===== src/rtl/iod_pkg.sv =====
package iod_pkg;

    // Host bus shape
    localparam int ADDR_W = 10;
    localparam int DATA_W = 16;
    localparam int SEL_W = 5;
    localparam int BASE_W = ADDR_W - SEL_W;
    localparam int BASE_LSB = 5;

    // Decoded window
    localparam logic [SEL_W-1:0] WIN_FIRST = 5'h00;
    localparam logic [SEL_W-1:0] WIN_LAST = 5'h1b;
    localparam logic [ADDR_W-1:0] BASE_MIN = 10'h000;
    localparam logic [ADDR_W-1:0] BASE_MAX = 10'h3e0;

    // Status register
    localparam logic [SEL_W-1:0] OFS_STATUS = 5'h12;
    localparam int STATUS_W = 8;
    localparam int ST_OPT_LSB = 0;
    localparam int ST_OPT_W = 5;
    localparam int ST_FLAG_LSB = 5;
    localparam int ST_FLAG_W = 3;
    localparam logic [STATUS_W-1:0] RST_STATUS = 8'h00;

    // Other reset values
    localparam logic [DATA_W-1:0] RST_DATA = 16'h0000;
    localparam logic [SEL_W-1:0] RST_OFFSET = 5'h00;

    // Bus cycle sequencer
    typedef enum logic [1:0] {
        IOD_IDLE = 2'b00,
        IOD_RD = 2'b01,
        IOD_WR = 2'b10
    } iod_state_t;

endpackage : iod_pkg


===== src/rtl/iod_sync2.sv =====
module iod_sync2 #(
    parameter int WIDTH = 1,
    parameter logic [WIDTH-1:0] RST_VAL = '0
) (
    // Clock and reset
    input wire logic clock,
    input wire logic ce,
    input wire logic sys_rst,
    // Data
    input wire logic [WIDTH-1:0] d,
    output logic [WIDTH-1:0] q
);

    logic [WIDTH-1:0] meta_r;
    logic [WIDTH-1:0] meta_nxt;
    logic [WIDTH-1:0] q_r;
    logic [WIDTH-1:0] q_nxt;

    generate
        if (WIDTH < 1) begin : g_chk
            $error("iod_sync2 width must be at least one");
        end
    endgenerate

    // Two-stage capture
    always_comb begin
        meta_nxt = meta_r;
        q_nxt = q_r;
        if (sys_rst) begin
            meta_nxt = RST_VAL;
            q_nxt = RST_VAL;
        end else if (ce) begin
            meta_nxt = d;
            q_nxt = meta_r;
        end
    end

    always_ff @(posedge clock) begin
        meta_r <= meta_nxt;
        q_r <= q_nxt;
    end

    assign q = q_r;

endmodule // iod_sync2


===== src/rtl/iod_decoder.sv =====
// Operation
// - A fitted base jumper reads as 0, an absent one as 1.
// - Lowest base jumper compares with address line 5, highest with line 9.
// - After a base match, address lines 4 to 0 pick the internal register.
// - Claim the contiguous window from base through base plus 1B hex.
// - Base lies in 000 to 3E0 hex, on a 32-address boundary.
// - Jumper selections are readable as status at base plus 12 hex; the code returns only the option jumpers there, not the base jumpers.
module iod_decoder #(
    parameter int OPT_W = iod_pkg::ST_OPT_W,
    parameter int FLAG_W = iod_pkg::ST_FLAG_W
) (
    // Clock, enable, reset
    input wire logic clock,
    input wire logic ce,
    input wire logic sys_rst,
    // Host bus pins
    input wire logic [iod_pkg::ADDR_W-1:0] bus_addr,
    input wire logic bus_aen,
    input wire logic bus_ior_n,
    input wire logic bus_iow_n,
    input wire logic bus_sbhe_n,
    input wire logic [iod_pkg::DATA_W-1:0] bus_data_i,
    output logic [iod_pkg::DATA_W-1:0] bus_data_o,
    output logic bus_data_oe,
    output logic bus_io16_n_o,
    output logic bus_io16_n_oe,
    // Jumper pins, low when fitted
    input wire logic [iod_pkg::BASE_W-1:0] base_jmp_lvl,
    input wire logic [OPT_W-1:0] opt_jmp_lvl,
    // Flags from board logic
    input wire logic [FLAG_W-1:0] flag_bits,
    // Register side
    output logic board_sel,
    output logic [iod_pkg::SEL_W-1:0] reg_offset,
    output logic reg_word,
    output logic reg_rd_stb,
    output logic reg_wr_stb,
    output logic [iod_pkg::DATA_W-1:0] reg_wdata,
    input wire logic [iod_pkg::DATA_W-1:0] reg_rdata
);

    localparam int AW = iod_pkg::ADDR_W;
    localparam int DW = iod_pkg::DATA_W;
    localparam int SW = iod_pkg::SEL_W;
    localparam int BW = iod_pkg::BASE_W;
    localparam int PW = AW + 4 + DW + BW + OPT_W;
    localparam logic [PW-1:0] PIN_RST = {{AW{1'b0}}, 4'hf, {(PW-AW-4){1'b0}}};

    generate
        if (OPT_W + FLAG_W != iod_pkg::STATUS_W) begin : g_chk_status
            $error("status fields must fill the status register exactly");
        end
        if (BW + iod_pkg::BASE_LSB != AW) begin : g_chk_base
            $error("base field must reach the top address line");
        end
    endgenerate

    // Pin synchronisers
    logic [PW-1:0] pin_raw;
    logic [PW-1:0] pin_s;
    logic [AW-1:0] addr_s;
    logic aen_s;
    logic ior_n_s;
    logic iow_n_s;
    logic sbhe_n_s;
    logic [DW-1:0] data_s;
    logic [BW-1:0] base_lvl_s;
    logic [OPT_W-1:0] opt_lvl_s;

    assign pin_raw = {bus_addr, bus_aen, bus_ior_n, bus_iow_n, bus_sbhe_n,
                      bus_data_i, base_jmp_lvl, opt_jmp_lvl};

    iod_sync2 #(
        .WIDTH(PW),
        .RST_VAL(PIN_RST)
    ) u_pin_sync (
        .clock(clock),
        .ce(ce),
        .sys_rst(sys_rst),
        .d(pin_raw),
        .q(pin_s)
    );

    assign {addr_s, aen_s, ior_n_s, iow_n_s, sbhe_n_s, data_s, base_lvl_s, opt_lvl_s} = pin_s;

    // Address decode
    logic [BW-1:0] base_jmp_fitted;
    logic [BW-1:0] base_val;
    logic [AW-1:0] base_addr;
    logic [SW-1:0] addr_sel;
    logic base_hit;
    logic win_hit;
    logic word_acc;

    assign base_jmp_fitted = ~base_lvl_s;
    assign base_val = ~base_jmp_fitted;
    assign base_addr = {base_val, {iod_pkg::BASE_LSB{1'b0}}};
    assign base_hit = (addr_s[AW-1:iod_pkg::BASE_LSB] == base_addr[AW-1:iod_pkg::BASE_LSB]);
    assign addr_sel = addr_s[SW-1:0];
    assign win_hit = !aen_s && base_hit && (addr_sel >= iod_pkg::WIN_FIRST)
                     && (addr_sel <= iod_pkg::WIN_LAST);
    // Word only when the high lane is enabled at an even offset
    assign word_acc = !sbhe_n_s && !addr_sel[0];

    // Strobe edge history
    logic ior_n_q_r;
    logic ior_n_q_nxt;
    logic iow_n_q_r;
    logic iow_n_q_nxt;
    logic ior_fall;
    logic iow_fall;

    assign ior_fall = ior_n_q_r && !ior_n_s;
    assign iow_fall = iow_n_q_r && !iow_n_s;

    always_comb begin
        ior_n_q_nxt = ior_n_q_r;
        iow_n_q_nxt = iow_n_q_r;
        if (sys_rst) begin
            ior_n_q_nxt = 1'b1;
            iow_n_q_nxt = 1'b1;
        end else if (ce) begin
            ior_n_q_nxt = ior_n_s;
            iow_n_q_nxt = iow_n_s;
        end
    end

    always_ff @(posedge clock) begin
        ior_n_q_r <= ior_n_q_nxt;
        iow_n_q_r <= iow_n_q_nxt;
    end

    // Status register
    logic [iod_pkg::STATUS_W-1:0] status_r;
    logic [iod_pkg::STATUS_W-1:0] status_nxt;

    always_comb begin
        status_nxt = status_r;
        if (sys_rst) begin
            status_nxt = iod_pkg::RST_STATUS;
        end else if (ce) begin
            status_nxt[iod_pkg::ST_OPT_LSB +: OPT_W] = opt_lvl_s;
            status_nxt[iod_pkg::ST_FLAG_LSB +: FLAG_W] = flag_bits;
        end
    end

    always_ff @(posedge clock) begin
        status_r <= status_nxt;
    end

    // Bus cycle sequencer
    iod_pkg::iod_state_t state_r;
    iod_pkg::iod_state_t state_nxt;
    logic [SW-1:0] offset_r;
    logic [SW-1:0] offset_nxt;
    logic word_r;
    logic word_nxt;
    logic rd_stb_r;
    logic rd_stb_nxt;
    logic wr_stb_r;
    logic wr_stb_nxt;
    logic rd_vld_r;
    logic rd_vld_nxt;
    logic [DW-1:0] rdata_r;
    logic [DW-1:0] rdata_nxt;
    logic [DW-1:0] wdata_r;
    logic [DW-1:0] wdata_nxt;

    always_comb begin
        state_nxt = state_r;
        offset_nxt = offset_r;
        word_nxt = word_r;
        rd_stb_nxt = 1'b0;
        wr_stb_nxt = 1'b0;
        rd_vld_nxt = rd_vld_r;
        rdata_nxt = rdata_r;
        wdata_nxt = wdata_r;
        if (sys_rst) begin
            state_nxt = iod_pkg::IOD_IDLE;
            offset_nxt = iod_pkg::RST_OFFSET;
            word_nxt = 1'b0;
            rd_vld_nxt = 1'b0;
            rdata_nxt = iod_pkg::RST_DATA;
            wdata_nxt = iod_pkg::RST_DATA;
        end else if (!ce) begin
            rd_stb_nxt = rd_stb_r;
            wr_stb_nxt = wr_stb_r;
        end else begin
            case (state_r)
                iod_pkg::IOD_IDLE: begin
                    rd_vld_nxt = 1'b0;
                    if (ior_fall && win_hit) begin
                        state_nxt = iod_pkg::IOD_RD;
                        offset_nxt = addr_sel;
                        word_nxt = word_acc;
                        rd_stb_nxt = 1'b1;
                    end else if (iow_fall && win_hit) begin
                        state_nxt = iod_pkg::IOD_WR;
                        offset_nxt = addr_sel;
                        word_nxt = word_acc;
                    end
                end
                iod_pkg::IOD_RD: begin
                    if (rd_stb_r) begin
                        rd_vld_nxt = 1'b1;
                        rdata_nxt = reg_rdata;
                        if (offset_r == iod_pkg::OFS_STATUS) begin
                            rdata_nxt[iod_pkg::STATUS_W-1:0] = status_r;
                        end
                        if (!word_r) begin
                            rdata_nxt[DW-1:iod_pkg::STATUS_W] = '0;
                        end
                    end
                    if (ior_n_s) begin
                        state_nxt = iod_pkg::IOD_IDLE;
                        rd_vld_nxt = 1'b0;
                    end
                end
                iod_pkg::IOD_WR: begin
                    if (iow_n_s) begin
                        state_nxt = iod_pkg::IOD_IDLE;
                        wdata_nxt = word_r ? data_s : {8'h00, data_s[7:0]};
                        // Byte writes to the status offset are dropped; word writes there still strobe
                        wr_stb_nxt = word_r || (offset_r != iod_pkg::OFS_STATUS);
                    end
                end
                default: begin
                    state_nxt = iod_pkg::IOD_IDLE;
                    rd_vld_nxt = 1'b0;
                end
            endcase
        end
    end

    always_ff @(posedge clock) begin
        state_r <= state_nxt;
        offset_r <= offset_nxt;
        word_r <= word_nxt;
        rd_stb_r <= rd_stb_nxt;
        wr_stb_r <= wr_stb_nxt;
        rd_vld_r <= rd_vld_nxt;
        rdata_r <= rdata_nxt;
        wdata_r <= wdata_nxt;
    end

    // Outputs
    assign bus_data_o = rdata_r;
    assign bus_data_oe = (state_r == iod_pkg::IOD_RD) && rd_vld_r;
    assign bus_io16_n_o = 1'b0;
    assign bus_io16_n_oe = (state_r != iod_pkg::IOD_IDLE) && word_r;
    assign board_sel = (state_r != iod_pkg::IOD_IDLE);
    assign reg_offset = offset_r;
    assign reg_word = word_r;
    assign reg_rd_stb = rd_stb_r;
    assign reg_wr_stb = wr_stb_r;
    assign reg_wdata = wdata_r;

endmodule // iod_decoder


===== config.mk =====
export PLATFORM = sky130hd
export DESIGN_NAME = iod_decoder
export DESIGN_NICKNAME = d
export VERILOG_FILES = /design/src/rtl/iod_pkg.sv /design/src/rtl/iod_sync2.sv /design/src/rtl/iod_decoder.sv
export SDC_FILE = /design/constraint.sdc
export NUM_CORES = 1
export LEC_CHECK = 0
export BUFFER_PORTS_ARGS = -buffer_cell sky130_fd_sc_hd__buf_2
export CELL_PAD_IN_SITES_DETAIL_PLACEMENT = 1
export CELL_PAD_IN_SITES_GLOBAL_PLACEMENT = 2
export CORE_ASPECT_RATIO = 0.8
export CORE_MARGIN = 1
export CORE_UTILIZATION = 33
export DETAILED_ROUTE_END_ITERATION = 16
export PLACE_DENSITY_LB_ADDON = 0.25
export SYNTH_ARGS = -nofsm -noshare
export SYNTH_HDL_FRONTEND = slang
export SYNTH_SLANG_ARGS = --single-unit

===== constraint.sdc =====
create_clock -name clock -period 1.41 [get_ports clock]
set_input_delay 0.282 -clock clock [delete_from_list [all_inputs] [get_ports clock]]
set_output_delay 0.282 -clock clock [all_outputs]
set_load 0.02 [all_outputs]

==> flow_summary.json <==
{
  "htreeDepth": 4,
  "routed_wl_um": 12500,
  "drive_gt1_share_pct": 27.8,
  "setup_viol": 6,
  "syn-num-nets": 578,
  "cts_tree": "done",
  "fin_crit_ps": 1560,
  "maxCapViolations": 0,
  "crit_type": "flip-flop to output port",
  "cts.path.max_buffers": 2,
  "dr.pass1.iters": 4,
  "clock_sinks": 133,
  "cts_buffers": 17,
  "die_w_um": 141,
  "grt_setup_unrepaired": "true",
  "clockPowerShare_pct": 46.9,
  "dp_hpwl_um": 8830,
  "synthTopCellsByCount": "dfxtp_1, nor2_1, mux2i_1",
  "rows": 40,
  "yosysTopAreaCellShare_pct": 52.5,
  "wl_per_cell_um": 15.2,
  "yosysUniqueCellTypes": 37,
  "synth.cell_area_sq_um": 5070,
  "setup_ws_ps": -151,
  "dp_cells": 792,
  "ys_ff_latch": 133,
  "crit_required_ps": 1130,
  "cp-start-kind": "flip-flop",
  "tightest_slew_ps": 553,
  "grt.total_usage_pct": 16.9,
  "cts_root_buf": "clkbuf_16",
  "ir_drop_mv": 0.918,
  "hold_violations": 0,
  "seqPwrFrac_pct": 46.2,
  "ys_top_cells_by_area": "dfxtp_1, mux2i_1, nor2_1",
  "combPwrFrac_pct": 6.9,
  "totalNegativeSetupSlack_ps": -323,
  "cp-end-kind": "output port",
  "final_cells": 825,
  "synth_most_common_cell": "dfxtp_1",
  "hold_class": "input pin to flip-flop",
  "grt_max_degree": 49,
  "dieArea_sq_um": 15900,
  "yosysSeqAreaShare_pct": 52.5,
  "leakage_nw": 2.83,
  "async_reset_ff_share_pct": 0,
  "core_sq_um": 15000,
  "min_path_cells": 2,
  "port_buffers": 104,
  "maxSlewViolCount": 0,
  "outcome": "finished with violations",
  "start_util_pct": 33.8,
  "top_level_ports": 106,
  "p_per_area_nw_per_um2": 1310,
  "path_clk_slew_ps": 50,
  "drc_errors": 0,
  "insertedDiodeCount": 0,
  "p_sw_share_pct": 22.0,
  "fp.dieH_um": 113,
  "synth_ff_type": "dfxtp_1",
  "vias": 4009,
  "drt-initial-drc-count": 118,
  "avgSynthCellArea_sq_um": 9.84,
  "synth_warnings": 0,
  "relSlewSlack_pct": 62.9,
  "rr_worst_depth": 5,
  "routabilityCongestion": 0.768,
  "insertion_delay_ps": 410,
  "vias_per_cell": 4.86,
  "antenna_left": 0,
  "p_int_w": 0.00668,
  "fin_skew_ps": 8.28,
  "violations": "setup timing",
  "fmax_ghz": 0.640,
  "grt_pass1_vias": 4211,
  "grt_overflow": 0,
  "p_switching_w": 0.00189,
  "period_share_pct": 111,
  "worstPathMaxFanout": 4,
  "syn2layout_area_growth_pct": 28.6,
  "yosysTopAreaCell": "dfxtp_1",
  "synth-edff-count": 0,
  "layout.nets": 689,
  "antenna_found_initial": 1,
  "grt_pass1_wl_um": 20800,
  "syn_inst": 516,
  "crit_arrival_ps": 1280
}
timing repair:
item,CTS,global route
hold buffers,0,0
gates resized for setup,16,8
pin swaps,2,1
endpoints found under the setup margin,12,25
gates cloned,0,0
setup buffers,4,1
placed cells by master (no fill, tap or decap), types with 9 or more instances in the layout:
| cell | netlist | layout |
|---|---|---|
| a211o_1 | 9 | 9 |
| a21oi_1 | 33 | 32 |
| buf_12 | 0 | 9 |
| buf_2 | 9 | 99 |
| buf_4 | 13 | 19 |
| clkbuf_16 | 0 | 17 |
| dfxtp_1 | 133 | 130 |
| mux2i_1 | 88 | 88 |
| nand2_1 | 36 | 35 |
| nand3_1 | 18 | 18 |
| nand4_1 | 10 | 10 |
| nor2_1 | 91 | 90 |
| nor2b_1 | 12 | 12 |
final cells by class:
cell class / instances / area, sq um
flip-flops and latches: 133 / 2670
multi-input cells: 342 / 2220
well taps: 189 / 236
clock inverters: 5 / 52.6
clock buffers: 23 / 478
inverters: 2 / 7.51
repair buffers: 131 / 863
fillers: 1687 / 8490
worst paths after layout:
path,start,end,slack [ps]
setup reg to reg,state_r[0],reg_offset[1],-20
hold / removal,bus_iow_n,u_pin_sync.meta_r[27],80
hold reg to reg,reg_wdata[13],reg_wdata[13],450
setup / recovery,state_r[1],bus_io16_n_oe,-150
power groups by stage:
stage          Combinational, W  Clock, W  Sequential [W]
5_1_grt                0.000651   0.00432         0.00397
2_1_floorplan          0.000392         0         0.00402
6_report               0.000588   0.00402         0.00396
4_1_cts                0.000593   0.00413         0.00396
3_3_place_gp           0.000558         0         0.00404
3_5_place_dp           0.000582         0         0.00404
metrics by stage:
stage                     cell area, sq um  util, %  hold slack (ps)  power [W]  worst slack (ps)
after floorplan                       5080        -              404    0.00441              57.4
after global placement                5890     39.3              434    0.00459              23.2
after detailed placement              5890     39.3              449    0.00462              -100
after CTS                             6500     43.3             66.2    0.00868              -162
after global routing                  6530     43.5             64.2    0.00894              -200
final                                 6530     43.5             82.6    0.00856              -151
kinds of logic (layout without fill, tap and decap cells):
kind of cell,Yosys count,after routing,share of synthesized area [%]
AND/OR/NAND/NOR,184,184,16.6
flip-flops,133,133,52.5
multiplexers,88,88,17.4
AO/OA/AOI/OAI,64,64,8.16
buffers and inverters,41,161,4.51
XOR/XNOR,5,5,0.863
other,1,1,0.0739
registers in the layout, summed over array words and instances, names as in the netlist:
name               cells
ior_n_q_r              1
status_r               8
reg_wdata             16
u_pin_sync.meta_r     40
state_r                2
iow_n_q_r              1
u_pin_sync.q          40
reg_rd_stb             1
reg_word               1
bus_data_o            16
reg_offset             5
rd_vld_r               1
reg_wr_stb             1
worst max-delay path: stages (launching register included):
cell and delay, ps:
dfxtp_2 330, or2_4 260, and2_4 160, buf_6 120
per-layer routing:
metal | wire length [um] | GRT usage (%) | up-vias
met1 | 6060 | 20.9 | 1932
met2 | 5680 | 27.3 | 70
met4 | 174 | 6.01 | 2
li1 | - | - | 1988
met5 | 12 | 0 | -
met3 | 599 | 5.67 | 17
(Power assumes the default switching activity.)
